--- src/pkg/modem_regs_pkg.sv ---
package modem_regs_pkg;

    // Register indices; the byte address on the bus is four times the index.
    localparam logic [15:0] IDX_MODEM_TEST_CONTROL = 16'hDF05;
    localparam logic [15:0] IDX_CLEAR_CHANNEL_THRESHOLD = 16'hDF06;
    localparam logic [15:0] IDX_SIGNAL_STRENGTH_VALUE = 16'hDF07;
    localparam logic [15:0] IDX_SYNC_PATTERN_HIGH = 16'hDF08;
    localparam logic [15:0] IDX_SYNC_PATTERN_LOW = 16'hDF09;
    localparam logic [15:0] IDX_TRANSMIT_CONTROL_HIGH = 16'hDF0A;
    localparam logic [15:0] IDX_TRANSMIT_CONTROL_LOW = 16'hDF0B;
    localparam logic [15:0] IDX_CLEAR_CHANNEL_CONFIG = 16'hDF3E;
    localparam logic [15:0] IDX_MODEM_STATUS = 16'hDF3F;

    // Modem test control fields.
    localparam int DC_AVG_BIT = 5;
    localparam int MOD_POL_BIT = 4;
    localparam int TX_TEST_LSB = 2;
    localparam int RX_TEST_LSB = 0;
    localparam logic [5:0] TEST_CONTROL_WMASK = 6'h3F;

    // Transmit control high fields.
    localparam int MIXBUF_LSB = 6;
    localparam int WAIT_SEL_BIT = 5;
    localparam int VARACTOR_LSB = 3;
    localparam int MIXCUR_LSB = 1;
    localparam int AMP_SEL_BIT = 0;

    // Transmit control low fields.
    localparam int AMP_CUR_LSB = 5;
    localparam int AMP_LEVEL_LSB = 0;

    // Clear-channel configuration fields.
    localparam int CC_MODE_LSB = 3;
    localparam int CC_HYST_LSB = 0;

    // Reset values.
    localparam logic [7:0] RST_MODEM_TEST_CONTROL = 8'h00;
    localparam logic [7:0] RST_CLEAR_CHANNEL_THRESHOLD = 8'hE0;
    localparam logic [7:0] RST_SIGNAL_STRENGTH_VALUE = 8'h80;
    localparam logic [7:0] RST_SYNC_PATTERN_HIGH = 8'hA7;
    localparam logic [7:0] RST_SYNC_PATTERN_LOW = 8'h0F;
    localparam logic [7:0] RST_TRANSMIT_CONTROL_HIGH = 8'hA1;
    localparam logic [7:0] RST_TRANSMIT_CONTROL_LOW = 8'h7F;
    localparam logic [7:0] RST_CLEAR_CHANNEL_CONFIG = 8'h1A;

    // Codes.
    localparam logic [1:0] TX_SRC_QUEUE = 2'h0;
    localparam logic [1:0] TX_SRC_SERIAL = 2'h1;
    localparam logic [1:0] TX_SRC_LOOP = 2'h2;
    localparam logic [1:0] TX_SRC_RANDOM = 2'h3;
    localparam logic [1:0] RX_SNK_QUEUE = 2'h0;
    localparam logic [1:0] RX_SNK_SERIAL = 2'h1;
    localparam logic [1:0] RX_SNK_LOOP = 2'h2;
    localparam logic [1:0] CC_MODE_HYST = 2'h1;
    localparam logic [3:0] NIBBLE_ONES = 4'hF;
    localparam logic [3:0] NIBBLE_ZERO = 4'h0;

    // Timing.
    localparam int CLK_PERIOD_NS = 40;
    localparam int TURNAROUND_SHORT_US = 128;
    localparam int TURNAROUND_LONG_US = 192;
    localparam int TURNAROUND_SHORT_CYC =
        TURNAROUND_SHORT_US * 1000 / CLK_PERIOD_NS;
    localparam int TURNAROUND_LONG_CYC =
        TURNAROUND_LONG_US * 1000 / CLK_PERIOD_NS;
    localparam int AVG_SYMBOLS = 8;
    localparam int AVG_SHIFT = 3;

endpackage

--- src/hdl/radio_modem_control_regs.sv ---
`timescale 1ns/1ps

module radio_modem_control_regs #(
    parameter int ADDR_W = 18,
    parameter int SHORT_WAIT_CYC = modem_regs_pkg::TURNAROUND_SHORT_CYC,
    parameter int LONG_WAIT_CYC = modem_regs_pkg::TURNAROUND_LONG_CYC
) (
    input wire logic ref_clk,
    input wire logic rst,
    // Wishbone classic slave.
    input wire logic cyc_i,
    input wire logic stb_i,
    input wire logic we_i,
    input wire logic [ADDR_W-1:0] adr_i,
    input wire logic [3:0] sel_i,
    input wire logic [31:0] dat_i,
    output logic [31:0] dat_o,
    output logic ack_o,
    // Datapath side.
    input wire logic preamble_matched,
    input wire logic symbol_valid,
    input wire logic [7:0] received_signal_strength,
    input wire logic [3:0] rx_symbol,
    input wire logic [1:0] tx_sync_index,
    input wire logic transmit_on_strobe,
    output logic dc_level_freeze,
    output logic phase_reversed,
    output logic [1:0] tx_source,
    output logic tx_from_queue,
    output logic tx_serial_in,
    output logic tx_queue_loop,
    output logic tx_random,
    output logic rx_to_queue,
    output logic rx_serial_out,
    output logic rx_queue_loop,
    output logic clear_channel_signal,
    output logic [7:0] signal_strength_estimate,
    output logic [3:0] tx_sync_nibble,
    output logic sync_found,
    output logic transmit_waiting,
    output logic transmit_start,
    output logic amp_output_select,
    output logic [2:0] amp_current_code,
    output logic [4:0] amp_output_level,
    output logic [1:0] tx_mixer_buffer_bias,
    output logic [1:0] tx_mixer_current_code,
    output logic [1:0] tx_mixer_varactor
);

    typedef enum logic [1:0] {
        TA_IDLE = 2'b00,
        TA_WAIT = 2'b01,
        TA_FIRE = 2'b11
    } turnaround_t;

    logic [5:0] test_control_r;
    logic [7:0] threshold_r;
    logic [7:0] strength_r;
    logic [7:0] sync_high_r;
    logic [7:0] sync_low_r;
    logic [7:0] tx_high_r;
    logic [7:0] tx_low_r;
    logic [4:0] cc_config_r;
    logic ack_r;
    logic [31:0] rdata_r;
    logic [15:0] index;
    logic index_ok;
    logic wr_en;
    logic [7:0] rd_nxt;
    logic [15:0] sync_pattern;
    logic [10:0] sum_r;
    logic [2:0] sample_cnt_r;
    logic [3:0] hist_r [0:4];
    logic sync_found_r;
    logic [3:0] tx_nibble_r;
    logic cc_r;
    turnaround_t ta_state_r;
    logic [12:0] wait_cnt_r;
    logic [12:0] wait_len;
    logic sync_match;
    logic sym_seen_r;

    // Pick nibble n of the sync pattern, least significant first.
    function automatic logic [3:0] nibble_of(input logic [15:0] pat,
                                             input logic [1:0] n);
        nibble_of = pat[{n, 2'b00} +: 4];
    endfunction

    // Sign-extend an 8-bit dB value for arithmetic without overflow.
    function automatic logic signed [9:0] sx(input logic [7:0] v);
        sx = signed'({{2{v[7]}}, v});
    endfunction

    // Byte index decode: the lowest two address bits select nothing.
    always_comb begin
        index = 16'h0000;
        index[ADDR_W-3:0] = adr_i[ADDR_W-1:2];
        index_ok = 1'b1;
        if (index == modem_regs_pkg::IDX_MODEM_TEST_CONTROL) begin
            rd_nxt = {2'b00, test_control_r};
        end else if (index ==
                modem_regs_pkg::IDX_CLEAR_CHANNEL_THRESHOLD) begin
            rd_nxt = threshold_r;
        end else if (index == modem_regs_pkg::IDX_SIGNAL_STRENGTH_VALUE) begin
            rd_nxt = strength_r;
        end else if (index == modem_regs_pkg::IDX_SYNC_PATTERN_HIGH) begin
            rd_nxt = sync_high_r;
        end else if (index == modem_regs_pkg::IDX_SYNC_PATTERN_LOW) begin
            rd_nxt = sync_low_r;
        end else if (index == modem_regs_pkg::IDX_TRANSMIT_CONTROL_HIGH) begin
            rd_nxt = tx_high_r;
        end else if (index == modem_regs_pkg::IDX_TRANSMIT_CONTROL_LOW) begin
            rd_nxt = tx_low_r;
        end else if (index == modem_regs_pkg::IDX_CLEAR_CHANNEL_CONFIG) begin
            rd_nxt = {3'b000, cc_config_r};
        end else if (index == modem_regs_pkg::IDX_MODEM_STATUS) begin
            rd_nxt = {5'b00000, transmit_waiting, sync_found_r, cc_r};
        end else begin
            rd_nxt = 8'h00;
            index_ok = 1'b0;
        end
    end

    // A write lands on the edge at which the master sees the acknowledge.
    assign wr_en = cyc_i & stb_i & we_i & ack_r & sel_i[0] & index_ok;

    // One wait state: acknowledge the cycle after the strobe, then drop it.
    always_ff @(posedge ref_clk or posedge rst) begin
        if (rst) begin
            ack_r <= 1'b0;
            rdata_r <= 32'h00000000;
        end else begin
            ack_r <= cyc_i & stb_i & ~ack_r;
            rdata_r <= {24'h000000, rd_nxt};
        end
    end

    assign ack_o = ack_r;
    assign dat_o = rdata_r;

    // Configuration storage.
    always_ff @(posedge ref_clk or posedge rst) begin
        if (rst) begin
            test_control_r <= modem_regs_pkg::RST_MODEM_TEST_CONTROL[5:0];
            threshold_r <= modem_regs_pkg::RST_CLEAR_CHANNEL_THRESHOLD;
            sync_high_r <= modem_regs_pkg::RST_SYNC_PATTERN_HIGH;
            sync_low_r <= modem_regs_pkg::RST_SYNC_PATTERN_LOW;
            tx_high_r <= modem_regs_pkg::RST_TRANSMIT_CONTROL_HIGH;
            tx_low_r <= modem_regs_pkg::RST_TRANSMIT_CONTROL_LOW;
            cc_config_r <= modem_regs_pkg::RST_CLEAR_CHANNEL_CONFIG[4:0];
        end else if (wr_en) begin
            if (index == modem_regs_pkg::IDX_MODEM_TEST_CONTROL) begin
                test_control_r <= dat_i[5:0] &
                    modem_regs_pkg::TEST_CONTROL_WMASK;
            end else if (index ==
                    modem_regs_pkg::IDX_CLEAR_CHANNEL_THRESHOLD) begin
                threshold_r <= dat_i[7:0];
            end else if (index == modem_regs_pkg::IDX_SYNC_PATTERN_HIGH) begin
                sync_high_r <= dat_i[7:0];
            end else if (index == modem_regs_pkg::IDX_SYNC_PATTERN_LOW) begin
                sync_low_r <= dat_i[7:0];
            end else if (index ==
                    modem_regs_pkg::IDX_TRANSMIT_CONTROL_HIGH) begin
                tx_high_r <= dat_i[7:0];
            end else if (index ==
                    modem_regs_pkg::IDX_TRANSMIT_CONTROL_LOW) begin
                tx_low_r <= dat_i[7:0];
            end else if (index ==
                    modem_regs_pkg::IDX_CLEAR_CHANNEL_CONFIG) begin
                cc_config_r <= dat_i[4:0];
            end
        end
    end

    // Mode decode toward the datapath.
    always_comb begin
        tx_source = test_control_r[modem_regs_pkg::TX_TEST_LSB +: 2];
        tx_from_queue = tx_source == modem_regs_pkg::TX_SRC_QUEUE;
        tx_serial_in = tx_source == modem_regs_pkg::TX_SRC_SERIAL;
        tx_queue_loop = tx_source == modem_regs_pkg::TX_SRC_LOOP;
        tx_random = tx_source == modem_regs_pkg::TX_SRC_RANDOM;
        // The reserved receive code enables no sink at all.
        rx_to_queue = test_control_r[modem_regs_pkg::RX_TEST_LSB +: 2] ==
            modem_regs_pkg::RX_SNK_QUEUE;
        rx_serial_out = test_control_r[modem_regs_pkg::RX_TEST_LSB +: 2] ==
            modem_regs_pkg::RX_SNK_SERIAL;
        rx_queue_loop = test_control_r[modem_regs_pkg::RX_TEST_LSB +: 2] ==
            modem_regs_pkg::RX_SNK_LOOP;
        dc_level_freeze = preamble_matched &
            ~test_control_r[modem_regs_pkg::DC_AVG_BIT];
        phase_reversed = test_control_r[modem_regs_pkg::MOD_POL_BIT];
    end

    // Analog settings are straight register fields.
    assign amp_output_select = tx_high_r[modem_regs_pkg::AMP_SEL_BIT];
    assign amp_current_code =
        tx_low_r[modem_regs_pkg::AMP_CUR_LSB +: 3];
    assign amp_output_level =
        tx_low_r[modem_regs_pkg::AMP_LEVEL_LSB +: 5];
    assign tx_mixer_buffer_bias =
        tx_high_r[modem_regs_pkg::MIXBUF_LSB +: 2];
    assign tx_mixer_current_code =
        tx_high_r[modem_regs_pkg::MIXCUR_LSB +: 2];
    assign tx_mixer_varactor =
        tx_high_r[modem_regs_pkg::VARACTOR_LSB +: 2];

    // Block average over eight symbols; the estimate updates once per block.
    always_ff @(posedge ref_clk or posedge rst) begin
        if (rst) begin
            sum_r <= 11'h000;
            sample_cnt_r <= 3'h0;
            strength_r <= modem_regs_pkg::RST_SIGNAL_STRENGTH_VALUE;
        end else if (symbol_valid) begin
            sample_cnt_r <= sample_cnt_r + 3'h1;
            if (sample_cnt_r == 3'(modem_regs_pkg::AVG_SYMBOLS - 1)) begin
                sum_r <= 11'h000;
                // Bits 10:3 of the wrapped sum are the floor of the mean.
                strength_r <= 8'((sum_r + 11'(sx(received_signal_strength)))
                    >> modem_regs_pkg::AVG_SHIFT);
            end else begin
                sum_r <= sum_r + 11'(sx(received_signal_strength));
            end
        end
    end

    assign signal_strength_estimate = strength_r;

    // Clear-channel decision on the averaged estimate.
    always_ff @(posedge ref_clk or posedge rst) begin
        if (rst) begin
            cc_r <= 1'b0;
        end else if (cc_config_r[modem_regs_pkg::CC_MODE_LSB +: 2] ==
                modem_regs_pkg::CC_MODE_HYST) begin
            cc_r <= sx(strength_r) < sx(threshold_r) - signed'(
                10'(cc_config_r[modem_regs_pkg::CC_HYST_LSB +: 3]));
        end else begin
            cc_r <= sx(strength_r) < sx(threshold_r);
        end
    end

    assign clear_channel_signal = cc_r;
    assign sync_pattern = {sync_high_r, sync_low_r};

    // Modulator side: nibble index 0 is the first one sent.
    always_ff @(posedge ref_clk or posedge rst) begin
        if (rst) begin
            tx_nibble_r <= modem_regs_pkg::NIBBLE_ZERO;
        end else if (nibble_of(sync_pattern, tx_sync_index) ==
                modem_regs_pkg::NIBBLE_ONES) begin
            tx_nibble_r <= modem_regs_pkg::NIBBLE_ZERO;
        end else begin
            tx_nibble_r <= nibble_of(sync_pattern, tx_sync_index);
        end
    end

    assign tx_sync_nibble = tx_nibble_r;

    // Symbol history: hist_r[0] is the newest symbol received.
    always_ff @(posedge ref_clk or posedge rst) begin
        if (rst) begin
            for (int i = 0; i < 5; i++) begin
                hist_r[i] <= modem_regs_pkg::NIBBLE_ONES;
            end
        end else if (symbol_valid) begin
            hist_r[0] <= rx_symbol;
            for (int i = 1; i < 5; i++) begin
                hist_r[i] <= hist_r[i-1];
            end
        end
    end

    // Nibble n of the pattern arrived as hist_r[3-n]. The symbol just before
    // the first required nibble must be zero; an all-ones pattern thus asks
    // only for the newest symbol to be zero.
    always_comb begin
        logic seen;
        seen = 1'b0;
        sync_match = 1'b1;
        for (int n = 0; n < 4; n++) begin
            if (nibble_of(sync_pattern, 2'(n)) !=
                    modem_regs_pkg::NIBBLE_ONES) begin
                if (hist_r[3-n] != nibble_of(sync_pattern, 2'(n))) begin
                    sync_match = 1'b0;
                end
                if (!seen && hist_r[4-n] != modem_regs_pkg::NIBBLE_ZERO) begin
                    sync_match = 1'b0;
                end
                seen = 1'b1;
            end
        end
        if (!seen && hist_r[0] != modem_regs_pkg::NIBBLE_ZERO) begin
            sync_match = 1'b0;
        end
    end

    // The history shifts on the symbol edge, so the match waits a cycle.
    always_ff @(posedge ref_clk or posedge rst) begin
        if (rst) begin
            sym_seen_r <= 1'b0;
        end else begin
            sym_seen_r <= symbol_valid;
        end
    end

    // Checked once per new symbol, so the pulse lasts a single cycle.
    always_ff @(posedge ref_clk or posedge rst) begin
        if (rst) begin
            sync_found_r <= 1'b0;
        end else begin
            sync_found_r <= sym_seen_r & sync_match;
        end
    end

    assign sync_found = sync_found_r;

    // Turnaround wait. The length is latched at the strobe, so a rewrite of
    // the select during the wait does not stretch or cut it.
    assign wait_len = tx_high_r[modem_regs_pkg::WAIT_SEL_BIT] ?
        13'(LONG_WAIT_CYC - 1) : 13'(SHORT_WAIT_CYC - 1);

    always_ff @(posedge ref_clk or posedge rst) begin
        if (rst) begin
            ta_state_r <= TA_IDLE;
            wait_cnt_r <= 13'h0000;
        end else begin
            case (ta_state_r)
                TA_IDLE: begin
                    if (transmit_on_strobe) begin
                        ta_state_r <= TA_WAIT;
                        wait_cnt_r <= wait_len;
                    end
                end
                TA_WAIT: begin
                    if (wait_cnt_r == 13'h0000) begin
                        ta_state_r <= TA_FIRE;
                    end else begin
                        wait_cnt_r <= wait_cnt_r - 13'h0001;
                    end
                end
                TA_FIRE: begin
                    ta_state_r <= TA_IDLE;
                end
                default: begin
                    ta_state_r <= TA_IDLE;
                end
            endcase
        end
    end

    assign transmit_waiting = ta_state_r == TA_WAIT;
    assign transmit_start = ta_state_r == TA_FIRE;

endmodule

--- config.mk ---
export PLATFORM = sky130hd
export DESIGN_NAME = radio_modem_control_regs
export DESIGN_NICKNAME = d
export VERILOG_FILES = /design/src/pkg/modem_regs_pkg.sv /design/src/hdl/radio_modem_control_regs.sv
export SDC_FILE = /design/constraint.sdc
export NUM_CORES = 1
export LEC_CHECK = 0
export ABC_AREA = 1
export BUFFER_PORTS_ARGS = -buffer_cell sky130_fd_sc_hd__buf_4
export CAP_MARGIN = 15
export CELL_PAD_IN_SITES_DETAIL_PLACEMENT = 0
export CELL_PAD_IN_SITES_GLOBAL_PLACEMENT = 1
export CORE_MARGIN = 3
export CORE_UTILIZATION = 45
export CTS_BUF_LIST = sky130_fd_sc_hd__clkbuf_8
export DETAILED_ROUTE_END_ITERATION = 8
export MAX_ROUTING_LAYER = met4
export PLACE_DENSITY = 0.94
export SLEW_MARGIN = 20
export SYNTH_ARGS = -nofsm -noshare
export SYNTH_HDL_FRONTEND = slang
export SYNTH_SLANG_ARGS = --single-unit
--- constraint.sdc ---
create_clock -name ref_clk -period 6.7 [get_ports ref_clk]
set_input_delay 1.34 -clock ref_clk [delete_from_list [all_inputs] [get_ports ref_clk]]
set_output_delay 1.34 -clock ref_clk [all_outputs]
set_load 0.01 [all_outputs]
### Word level (Yosys, flattened, before mapping)

Index checks and enable logic that the tools add are counted.

| word-level totals | value |
|---|---|
| flip-flop bits (word level) | 124 |
| logic and storage cells | 149 |
| output and inout bits | 75 |
| bits in latches | 0 |
| memories kept | 0 |
| bits in writable memories | 0 |
| ROM bits | 0 |

| operators by class | value |
|---|---|
| mux-type cells | 45 |
| order comparisons | 2 |
| div/mod/pow operators | 0 |
| shifts and indexed selects | 1 |
| multipliers | 0 |
| bitwise gates (word level) | 16 |
| equal/unequal tests | 30 |
| add/subtract/negate cells | 4 |
| reduce and logical (&&, ||, !) cells | 28 |

Operator list:

| kind | count |
|---|---|
| 16-bit == test (second input constant) | 9 |
| 8-bit two-way mux | 7 |
| 13-bit two-way mux | 3 |
| 1-bit two-way mux | 27 |
| 13-bit case mux with 2 select lines | 1 |
| 4-bit nonzero test | 5 |
| 4-bit inequality test | 4 |
| 4-bit inequality test (second input constant) | 4 |
| 16-bit by 5-bit indexed part select with 4-bit output | 1 |
| 13-bit zero test | 1 |
| 13-bit by 1-bit subtractor with 13-bit output (second input constant) | 1 |
| 11-bit adder | 1 |
| 11-bit two-way mux | 1 |
| 8-bit by 9-bit < comparator with 1-bit output | 1 |
| 8-bit by 4-bit subtractor with 9-bit output | 1 |
| 1-bit AND | 8 |
| 2-bit by 1-bit == test with 1-bit output (second input constant) | 4 |
| 2-bit == test (second input constant) | 4 |
| 8-bit < comparator | 1 |
| 1-bit inverter | 8 |
| 8-bit AND reduction | 1 |
| 7-bit AND reduction | 1 |
| 2-bit zero test | 3 |
| 2-bit AND reduction | 3 |
| 17 further kinds | 26 |

### Logic depth before layout (Yosys ltp)

Gate-level depths: netlist of run 1.

| depth | value |
|---|---|
| depth in word-level cells | 15 |
| gate-level depth with buffers | 16 |

### Least setup slack after synthesis of run 1

No wires, ideal clock.

| timing path | value |
|---|---|
| kind | input-to-output |
| start | in preamble_matched |
| end | out dc_level_freeze |
| stages | 2 |
| setup slack | 3.842 ns |
| data required time | 5.360 ns |
| data arrival time | 1.518 ns |
| path through | inv_1 > nor2_1 |

| between the ends | value |
|---|---|
| cells in the longest elaborated chain, start to end | 1 |

Ends and longest elaborated chain:

| element | line | text |
|---|---|---|
| from (decl) | radio_modem_control_regs.sv:20 | `input wire logic preamble_matched,` |
| 1-bit AND | radio_modem_control_regs.sv:189 | `dc_level_freeze = preamble_matched &` |
| to (decl) | radio_modem_control_regs.sv:26 | `output logic dc_level_freeze,` |

No other way between the ends.

### Worst setup path after layout of run 1

| timing path | value |
|---|---|
| start | in adr_i[15] |
| end | reg rdata_r[3], in the netlist dat_o[3] |

| between the ends | value |
|---|---|
| cells in the longest elaborated chain, start to end | 9 |
| elaborated cells on any way between the ends | 16 |
| those cells by class | eq/ne: 8; mux: 8 |

Ends and longest elaborated chain:

| element | line | text |
|---|---|---|
| from (decl) | radio_modem_control_regs.sv:14 | `input wire logic [ADDR_W-1:0] adr_i,` |
| 16-bit == test | radio_modem_control_regs.sv:114 | `end else if (index == modem_regs_pkg::IDX_CLEAR_CHANNEL_CONFIG) begin` |
| 5-bit two-way mux | radio_modem_control_regs.sv:114 |  |
| 8-bit two-way mux | radio_modem_control_regs.sv:112 | `end else if (index == modem_regs_pkg::IDX_TRANSMIT_CONTROL_LOW) begin` |
| 8-bit two-way mux | radio_modem_control_regs.sv:110 | `end else if (index == modem_regs_pkg::IDX_TRANSMIT_CONTROL_HIGH) begin` |
| 8-bit two-way mux | radio_modem_control_regs.sv:108 | `end else if (index == modem_regs_pkg::IDX_SYNC_PATTERN_LOW) begin` |
| 8-bit two-way mux | radio_modem_control_regs.sv:106 | `end else if (index == modem_regs_pkg::IDX_SYNC_PATTERN_HIGH) begin` |
| 8-bit two-way mux | radio_modem_control_regs.sv:104 | `end else if (index == modem_regs_pkg::IDX_SIGNAL_STRENGTH_VALUE) begin` |
| 8-bit two-way mux | radio_modem_control_regs.sv:101 | `end else if (index ==` |
| 8-bit two-way mux (*) | radio_modem_control_regs.sv:99 | `if (index == modem_regs_pkg::IDX_MODEM_TEST_CONTROL) begin` |
| net rd_nxt[3] | radio_modem_control_regs.sv:69 | `logic [7:0] rd_nxt;` |
| to (signal assigned) | radio_modem_control_regs.sv:134 | `rdata_r <= {24'h000000, rd_nxt};` |
| to (decl) | radio_modem_control_regs.sv:65 | `logic [31:0] rdata_r;` |

The timed path passes the listed nets; every way through them passes the cells marked *.
A chain may end at the register's enable or synchronous reset.

==> metrics.md, run 1 <==
| Metric | Value |
|---|---|
| Largest net degree at the start of global routing | `70` |
| Synthesized cell area | `7630 µm²` |
| Dpl hpwl | `14800 µm` |
| Post-CTS Setup Bufs | `0` |
| Slew @ Worst Pin | `0.972 ns` |
| Vias per cell | `5.14` |
| Fin Clk Skew | `0.0112 ns` |
| Die area | `18600 µm²` |
| Crit Reg-Reg Startpoint | `cc_config_r[1]$_DFFE_PP1P_` |
| Main synth FF type | `dfrtp_1` |
| Slew margin rel. | `0.350` |
| CTS Sinks | `about 120` |
| FP Rows | `46` |
| Die height | `136 µm` |
| Clk_lat worst skew | `0.45 ns` |
| Worst hold margin | `approximately 0.45 ns` |
| Fmax | `0.316 GHz` |
| Synth Register Bits | `124` |
| # setup viols final | `0` |
| Syn Area/Cell | `7.76 µm²` |
| Post-synth cell types | `47` |
| Initial core utilization | `0.470` |
| CTS tree | `built` |
| Routed len/inst | `roughly 15 µm` |
| GRT Overall Usage | `0.225` |
| Top post-synthesis cells by area | `dfrtp_1 (26%), dfstp_2 (16%), nand2_1 (12%), o21ai_0 (6.0%), inv_1 (6.0%)` |
| Post-CTS sizing | `0` |
| Maximum VDD drop | `0.000211 V` |
| Critical Path AT | `3.51 ns` |
| CP Capture Type | `flop` |
| DRT Pass-1 Iters | `5` |
| Status | `finished clean` |
| Antenna viol nets, final | `0` |
| Chip width | `136 µm` |
| WL final | `19900 µm` |
| Count of buffers from port buffering | `97` |
| Total CTS buffers | `17` |
| Hold_buf cts | `0` |
| DRC Markers | `0` |
| Critical path peak fanout | `14` |
| Top-count cell post-synth | `nand2_1` |
| Ys async rst share | `1.00` |
| Commonest cells post-synth | `nand2_1 (242), inv_1 (122), o21ai_0 (92)` |
| Clock Pin Slew Worst Setup and Hold Paths | `0.08 ns` |
| Number of global-route vias before repair | `6332` |
| # nets final | `1183` |
| DR vias | `6691` |
| Synth area leader | `dfrtp_1` |
| Area growth syn-to-layout | `15.9%` |
| Cells after Synth | `983` |
| Initial antenna violation count | `0` |
| Synth top area share | `0.256` |
| Global-route wire length before repair | `31900 µm` |
| Ant. Diodes | `0` |
| Final Hold Viols | `0` |
| Fin crit period | `about 3.2 ns` |
| PD cells | `258 nW/µm²` |
| Fin. max-slew vios | `0` |
| Worst-case clock buffer depth | `2` |
| Fraction of layout cells with a size suffix above 1 | `0.201` |
| H-tree depth | `4` |
| Fin crit share | `0.472` |
| Post-synth EDFFs | `0` |
| Worst hold-check path type | `flop to flop` |
| RSZ-0062 raised after global routing | `no` |
| CTS root buf | `clkbuf_8` |
| Hold wc startpoint | `ack_o$_DFF_PP0_` |
| Yosys warns | `0` |
| Global route total overflow | `0` |
| Placer Congestion | `around 0.88` |
| Worst setup path start | `adr_i[15]` |
| Fin Setup TNS | `0 ns` |
| Initial drt markers | `~510` |
| Seq/Total Area, Yosys | `0.414` |
| Max Cap Viol | `0` |
| Startpoint Class | `input port` |
| Leakage | `4.45 nW` |
| Core area | `16200 µm²` |
| Critical Path RT | `between 7 and 8 ns` |
| # IOs | `151` |
| WS Path Type | `input port to flop` |
flip-flops by register name (all words and copies together) (netlist names), 5 cells and up:
name	cells
hist_r	20
sync_low_r	8
test_control_r	6
cc_config_r	5
wait_cnt_r	13
signal_strength_estimate	8
tx_low_r	8
sync_high_r	8
threshold_r	8
dat_o	8
tx_high_r	8
sum_r	11
through the flow:
step	std cells	cell area (µm²)	power, W	utilization	setup slack, ns
6_report	1303	8850	0.00228	0.545	3.54
5_1_grt	1303	8850	0.00243	0.545	3.30
4_1_cts	1303	8850	0.00229	0.545	3.62
3_5_place_dp	1271	8390	0.00154	0.517	3.14
3_3_place_gp	1271	8390	0.00152	0.517	3.14
2_1_floorplan	1006	7720	0.00135	-	2.14
power by group:
| part | internal, W | switching (W) |
|---|---|---|
| combinational | 0.000251 | 0.000331 |
| sequential | 0.000849 | 0.0000957 |
| clock | 0.000427 | 0.000326 |
cells in the final DEF (no fill, tap or decap), types with 2 or more instances in the layout:
cell type	synthesis	final
a21oi_1	41	41
o211ai_1	7	7
xor2_1	15	15
buf_4	35	99
nor3_1	11	11
nand4_1	11	11
inv_1	122	121
nand4_2	2	2
nor2_4	8	8
nor2_2	6	6
nand3_1	58	58
dfrtp_1	78	78
clkinv_4	0	3
nand2_1	242	242
inv_2	3	3
nor2_1	90	90
a22oi_1	4	4
a22o_1	2	2
clkinvlp_4	0	4
a31oi_1	3	3
o41ai_1	2	2
o31ai_1	2	2
o21ai_1	6	6
o21ai_0	92	92
bufinv_16	0	4
o21a_1	3	3
conb_1	1	24
nand2_2	4	4
o21bai_1	2	2
ha_1	31	31
dfstp_2	46	46
o21ai_4	2	2
nand3_2	10	10
nor4_1	9	9
xnor2_1	7	7
clkbuf_8	0	19
fa_1	2	2
critical path, cell delays in order:
cell,delay (ns)
buf_4,0.11
inv_1,0.04
nand2_1,0.04
nor2_1,0.15
nand3_1,0.21
nor2_1,0.74
inv_1,0.13
nand2_1,0.21
nor2_1,0.08
nand2_1,0.08
nand3_1,0.09
nand2_1,0.10
nand2_1,0.07
nand2_1,0.07
nand2_1,0.05
worst paths after layout:
path | slack (ns) | to | depth (start not counted)
worst min-delay path | 0.45 | ack_o$_DFF_PP0_ | 1
worst max-delay path | 3.54 | dat_o[3]$_DFF_PP0_ | 15
max in group asynchronous | 4.38 | threshold_r[0]$_DFFE_PP0P_ | 3
worst max register to register | 3.73 | clear_channel_signal$_DFF_PP0_ | 16
worst min register to register | 0.45 | ack_o$_DFF_PP0_ | 1
min in group asynchronous | 0.99 | tx_high_r[6]$_DFFE_PP0P_ | 2
kinds of logic (layout without fill, tap and decap cells):
| family | after synthesis | in the layout | share of synthesized area |
|---|---|---|---|
| compound gates | 170 | 170 | 0.125 |
| other cells | 1 | 24 | 0.000491 |
| flops | 124 | 124 | 0.414 |
| buf+inv | 175 | 256 | 0.106 |
| fa+ha+maj | 33 | 33 | 0.0561 |
| xor+xnor | 22 | 22 | 0.0253 |
| simple gates | 457 | 457 | 0.271 |
| mux | 1 | 1 | 0.00131 |
layout make-up:
cell class,count,area (µm²)
Clock buffer,19,262
Clock inverter,13,190
Fill cell,1597,7380
Inverter,125,472
Multi-Input combinational cell,707,3750
Sequential cell,124,3160
Tap cell,216,270
Timing Repair Buffer,99,743
layer usage:
layer	GRT usage	share of wire
met2	0.339	0.45
met3	0.0492	0.075
met1	0.302	0.45
met4	0.0789	0.021
met5	-	0
No activity file was read; power rests on OpenSTA's default activity.
==> run 2, diff against run 1 <==
--- a/config.mk
+++ b/config.mk
@@ -11,11 +11,11 @@
 export CELL_PAD_IN_SITES_DETAIL_PLACEMENT = 0
 export CELL_PAD_IN_SITES_GLOBAL_PLACEMENT = 1
 export CORE_MARGIN = 3
-export CORE_UTILIZATION = 45
+export CORE_UTILIZATION = 42
 export CTS_BUF_LIST = sky130_fd_sc_hd__clkbuf_8
 export DETAILED_ROUTE_END_ITERATION = 8
 export MAX_ROUTING_LAYER = met4
-export PLACE_DENSITY = 0.94
+export PLACE_DENSITY = 0.89
 export SLEW_MARGIN = 20
 export SYNTH_ARGS = -nofsm -noshare
 export SYNTH_HDL_FRONTEND = slang
==> constraint.sdc (replaced) <==
create_clock -name ref_clk -period 3.09 [get_ports ref_clk]
set_input_delay 0.618 -clock ref_clk [delete_from_list [all_inputs] [get_ports ref_clk]]
set_output_delay 0.618 -clock ref_clk [all_outputs]
set_load 0.01 [all_outputs]
==> run 2 against run 1 <==
Effect of this change:
- power grew 100%
- sequential cell count stayed put
- critical path type is now flop to flop
- wire length down 0.41%
- non-clock buffer count is 6 higher
- clock power grew 81%
- clock skew down 0.0027 ns
- critical endpoint is now clear_channel_signal$_DFF_PP0_
- critical path depth unchanged
- count of clock-buffer cells in the layout is 2 higher
==> metrics.md, run 2 (synthesis gave the netlist of run 1 again) <==
| Metric | Value |
|---|---|
| Status | `finished clean` |
| Clk_lat worst skew | `0.45 ns` |
| Post-route cell area | `8840 µm²` |
| PD cells | `about 530 nW/µm²` |
| Final Util | `0.504` |
| CTS root buf | `clkbuf_8` |
| Clock Pin Slew Worst Setup and Hold Paths | `0.07 ns` |
| Gate power share | `0.271` |
| Die area | `19800 µm²` |
| Ant. Diodes | `0` |
| Leakage | `4.47 nW` |
| Antenna viol nets, final | `0` |
| Count of buffers from port buffering | `97` |
| CTS Sinks | `124` |
| CP Capture Type | `flop` |
| # nets final | `1189` |
| Worst setup path start | `threshold_r[0]$_DFFE_PP0P_` |
| Critical Path AT | `3.10 ns` |
| Global route total overflow | `0` |
| H-tree depth | `4` |
| Worst-case clock buffer depth | `2` |
| Largest net degree at the start of global routing | `125` |
| Sequential cell area | `3160 µm²` |
| R2r setup slk | `0.33 ns` |
| Area growth syn-to-layout | `15.9%` |
| Fin. max-slew vios | `0` |
| Chip width | `141 µm` |
| # setup viols final | `0` |
| WS Path Type | `flop to flop` |
| Fin crit period | `2.76 ns` |
| Slew @ Worst Pin | `0.690 ns` |
| WL final | `approximately 20000 µm` |
| GR met1 Demand/Resource | `0.291` |
| R2R Path End | `clear_channel_signal$_DFF_PP0_` |
| Fill cells | `1714` |
| Reg2reg path depth | `15` |
| Initial core utilization | `0.435` |
| GR Util met2 | `0.311` |
| Fmax | `0.362 GHz` |
| Dpl hpwl | `14700 µm` |
| Placer Congestion | `slightly below 0.9` |
| Gr busiest metal | `met2` |
| Maximum VDD drop | `~0.0004 V` |
| Initial drt markers | `395` |
| Worst hold-check path type | `input port to async pin` |
| P_int | `0.00309 W` |
| DRC Markers | `0` |
| Critical path peak fanout | `3` |
| RSZ-0062 raised after global routing | `no` |
| FP Rows | `between 40 and 50` |
| Startpoint Class | `flop` |
| Worst hold margin | `0.331 ns` |
| DRT Pass-1 Iters | `6` |
| Crit Reg-Reg Startpoint | `threshold_r[0]$_DFFE_PP0P_` |
| Biggest regs | `hist_r x20, wait_cnt_r x13, sum_r x11` |
| Switch share | `0.338` |
| CTS tree | `built` |
| Global-route wire length before repair | `~32000 µm` |
| Most common cell after layout, fill and taps aside | `nand2_1` |
| Critical Path RT | `approximately 3.4 ns` |
| Switch Pwr | `0.00158 W` |
| Commonest cells after routing, fill and taps aside | `nand2_1 (242), inv_1 (126), buf_4 (104)` |
| Slew margin rel. | `0.540` |
| GRT Overall Usage | `0.209` |
| Max Cap Viol | `0` |
| Fraction of layout cells with a size suffix above 1 | `0.201` |
| Fin Clk Skew | `0.00849 ns` |
| Initial antenna violation count | `0` |
| Routed len/inst | `15.1 µm` |
| Non-filler cells, final | `1318` |
| Vias per cell | `5.04` |
| Largest register by flop count | `hist_r` |
| Final Hold Viols | `0` |
| Met3 Track Usage GR | `0.0417` |
| Fin crit share | `0.894` |
| DR vias | `6642` |
| Max reg flops | `20` |
| Hold_buf cts | `0` |
| Placed insts | `1286` |
| Multi-input gate area | `roughly 3800 µm²` |
| Core area | `17500 µm²` |
| Post-CTS Setup Bufs | `0` |
| Dpl cell area | `8460 µm²` |
| Clock power share | `0.292` |
| Die height | `141 µm` |
| Sequential share of power | `0.438` |
| Total CTS buffers | `17` |
| Fin Setup TNS | `0 ns` |
| # IOs | `151` |
| Number of global-route vias before repair | `6298` |
-- run 2: routing by layer --
metal	up-vias	share of wire	wire length (µm)
li1	3338	-	-
met1	3101	0.48	9530
met2	183	0.44	8830
met3	20	0.061	1220
met4	0	0.013	267
met5	-	0	0
-- run 2: worst max path at each step --
| stage | end | slack, ns |
|---|---|---|
| 4_1_cts | clear_channel_signal$_DFF_PP0_ | 0.19 |
| 3_5_place_dp | clear_channel_signal$_DFF_PP0_ | 0.22 |
| 6_report | clear_channel_signal$_DFF_PP0_ | 0.33 |
| 2_1_floorplan | clear_channel_signal$_DFF_PP0_ | 0.52 |
| 3_3_place_gp | clear_channel_signal$_DFF_PP0_ | 0.24 |
| 5_1_grt | clear_channel_signal$_DFF_PP0_ | 0.07 |
-- run 2: per-stage QoR --
step	worst slack, ns	power, W
after floorplan	0.523	0.00293
after global placement	0.243	0.00331
after detailed placement	0.220	0.00334
after CTS	0.189	0.00471
after global routing	0.0720	0.00501
final	0.327	0.00467
-- run 2: repair_timing --
item	CTS	global route
resized for setup	0	1
setup endpoints to repair	0	1
endpoints found under the hold margin	0	0
-- run 2: worst max-delay path, cell delays in order (launching register included) --
cell and delay [ns]:
dfrtp_1 0.38, inv_1 0.07, ha_1 0.22, fa_1 0.38
or2_2 0.31, nand2_1 0.10, nor3_1 0.08, xor2_1 0.15
ha_1 0.31, nand2_1 0.05, nor2_1 0.14, o211ai_1 0.11
nand4_1 0.09, o21ai_0 0.08, mux2i_1 0.13, inv_1 0.05
-- run 2: power by group through the flow --
stage	sequential, W	clock, W	combinational [W]
2_1_floorplan	0.00202	0	0.000902
3_3_place_gp	0.00207	0	0.00124
3_5_place_dp	0.00207	0	0.00127
4_1_cts	0.00205	0.00139	0.00128
5_1_grt	0.00208	0.00145	0.00148
6_report	0.00204	0.00136	0.00126
-- run 2: layout make-up --
cell class              count  area share
repair buffers            105      0.0906
clock inverters            11     0.00920
flip-flops and latches    124       0.358
well taps                 225      0.0318
multi-input cells         707       0.425
inverters                 125      0.0535
clock buffers              21      0.0327
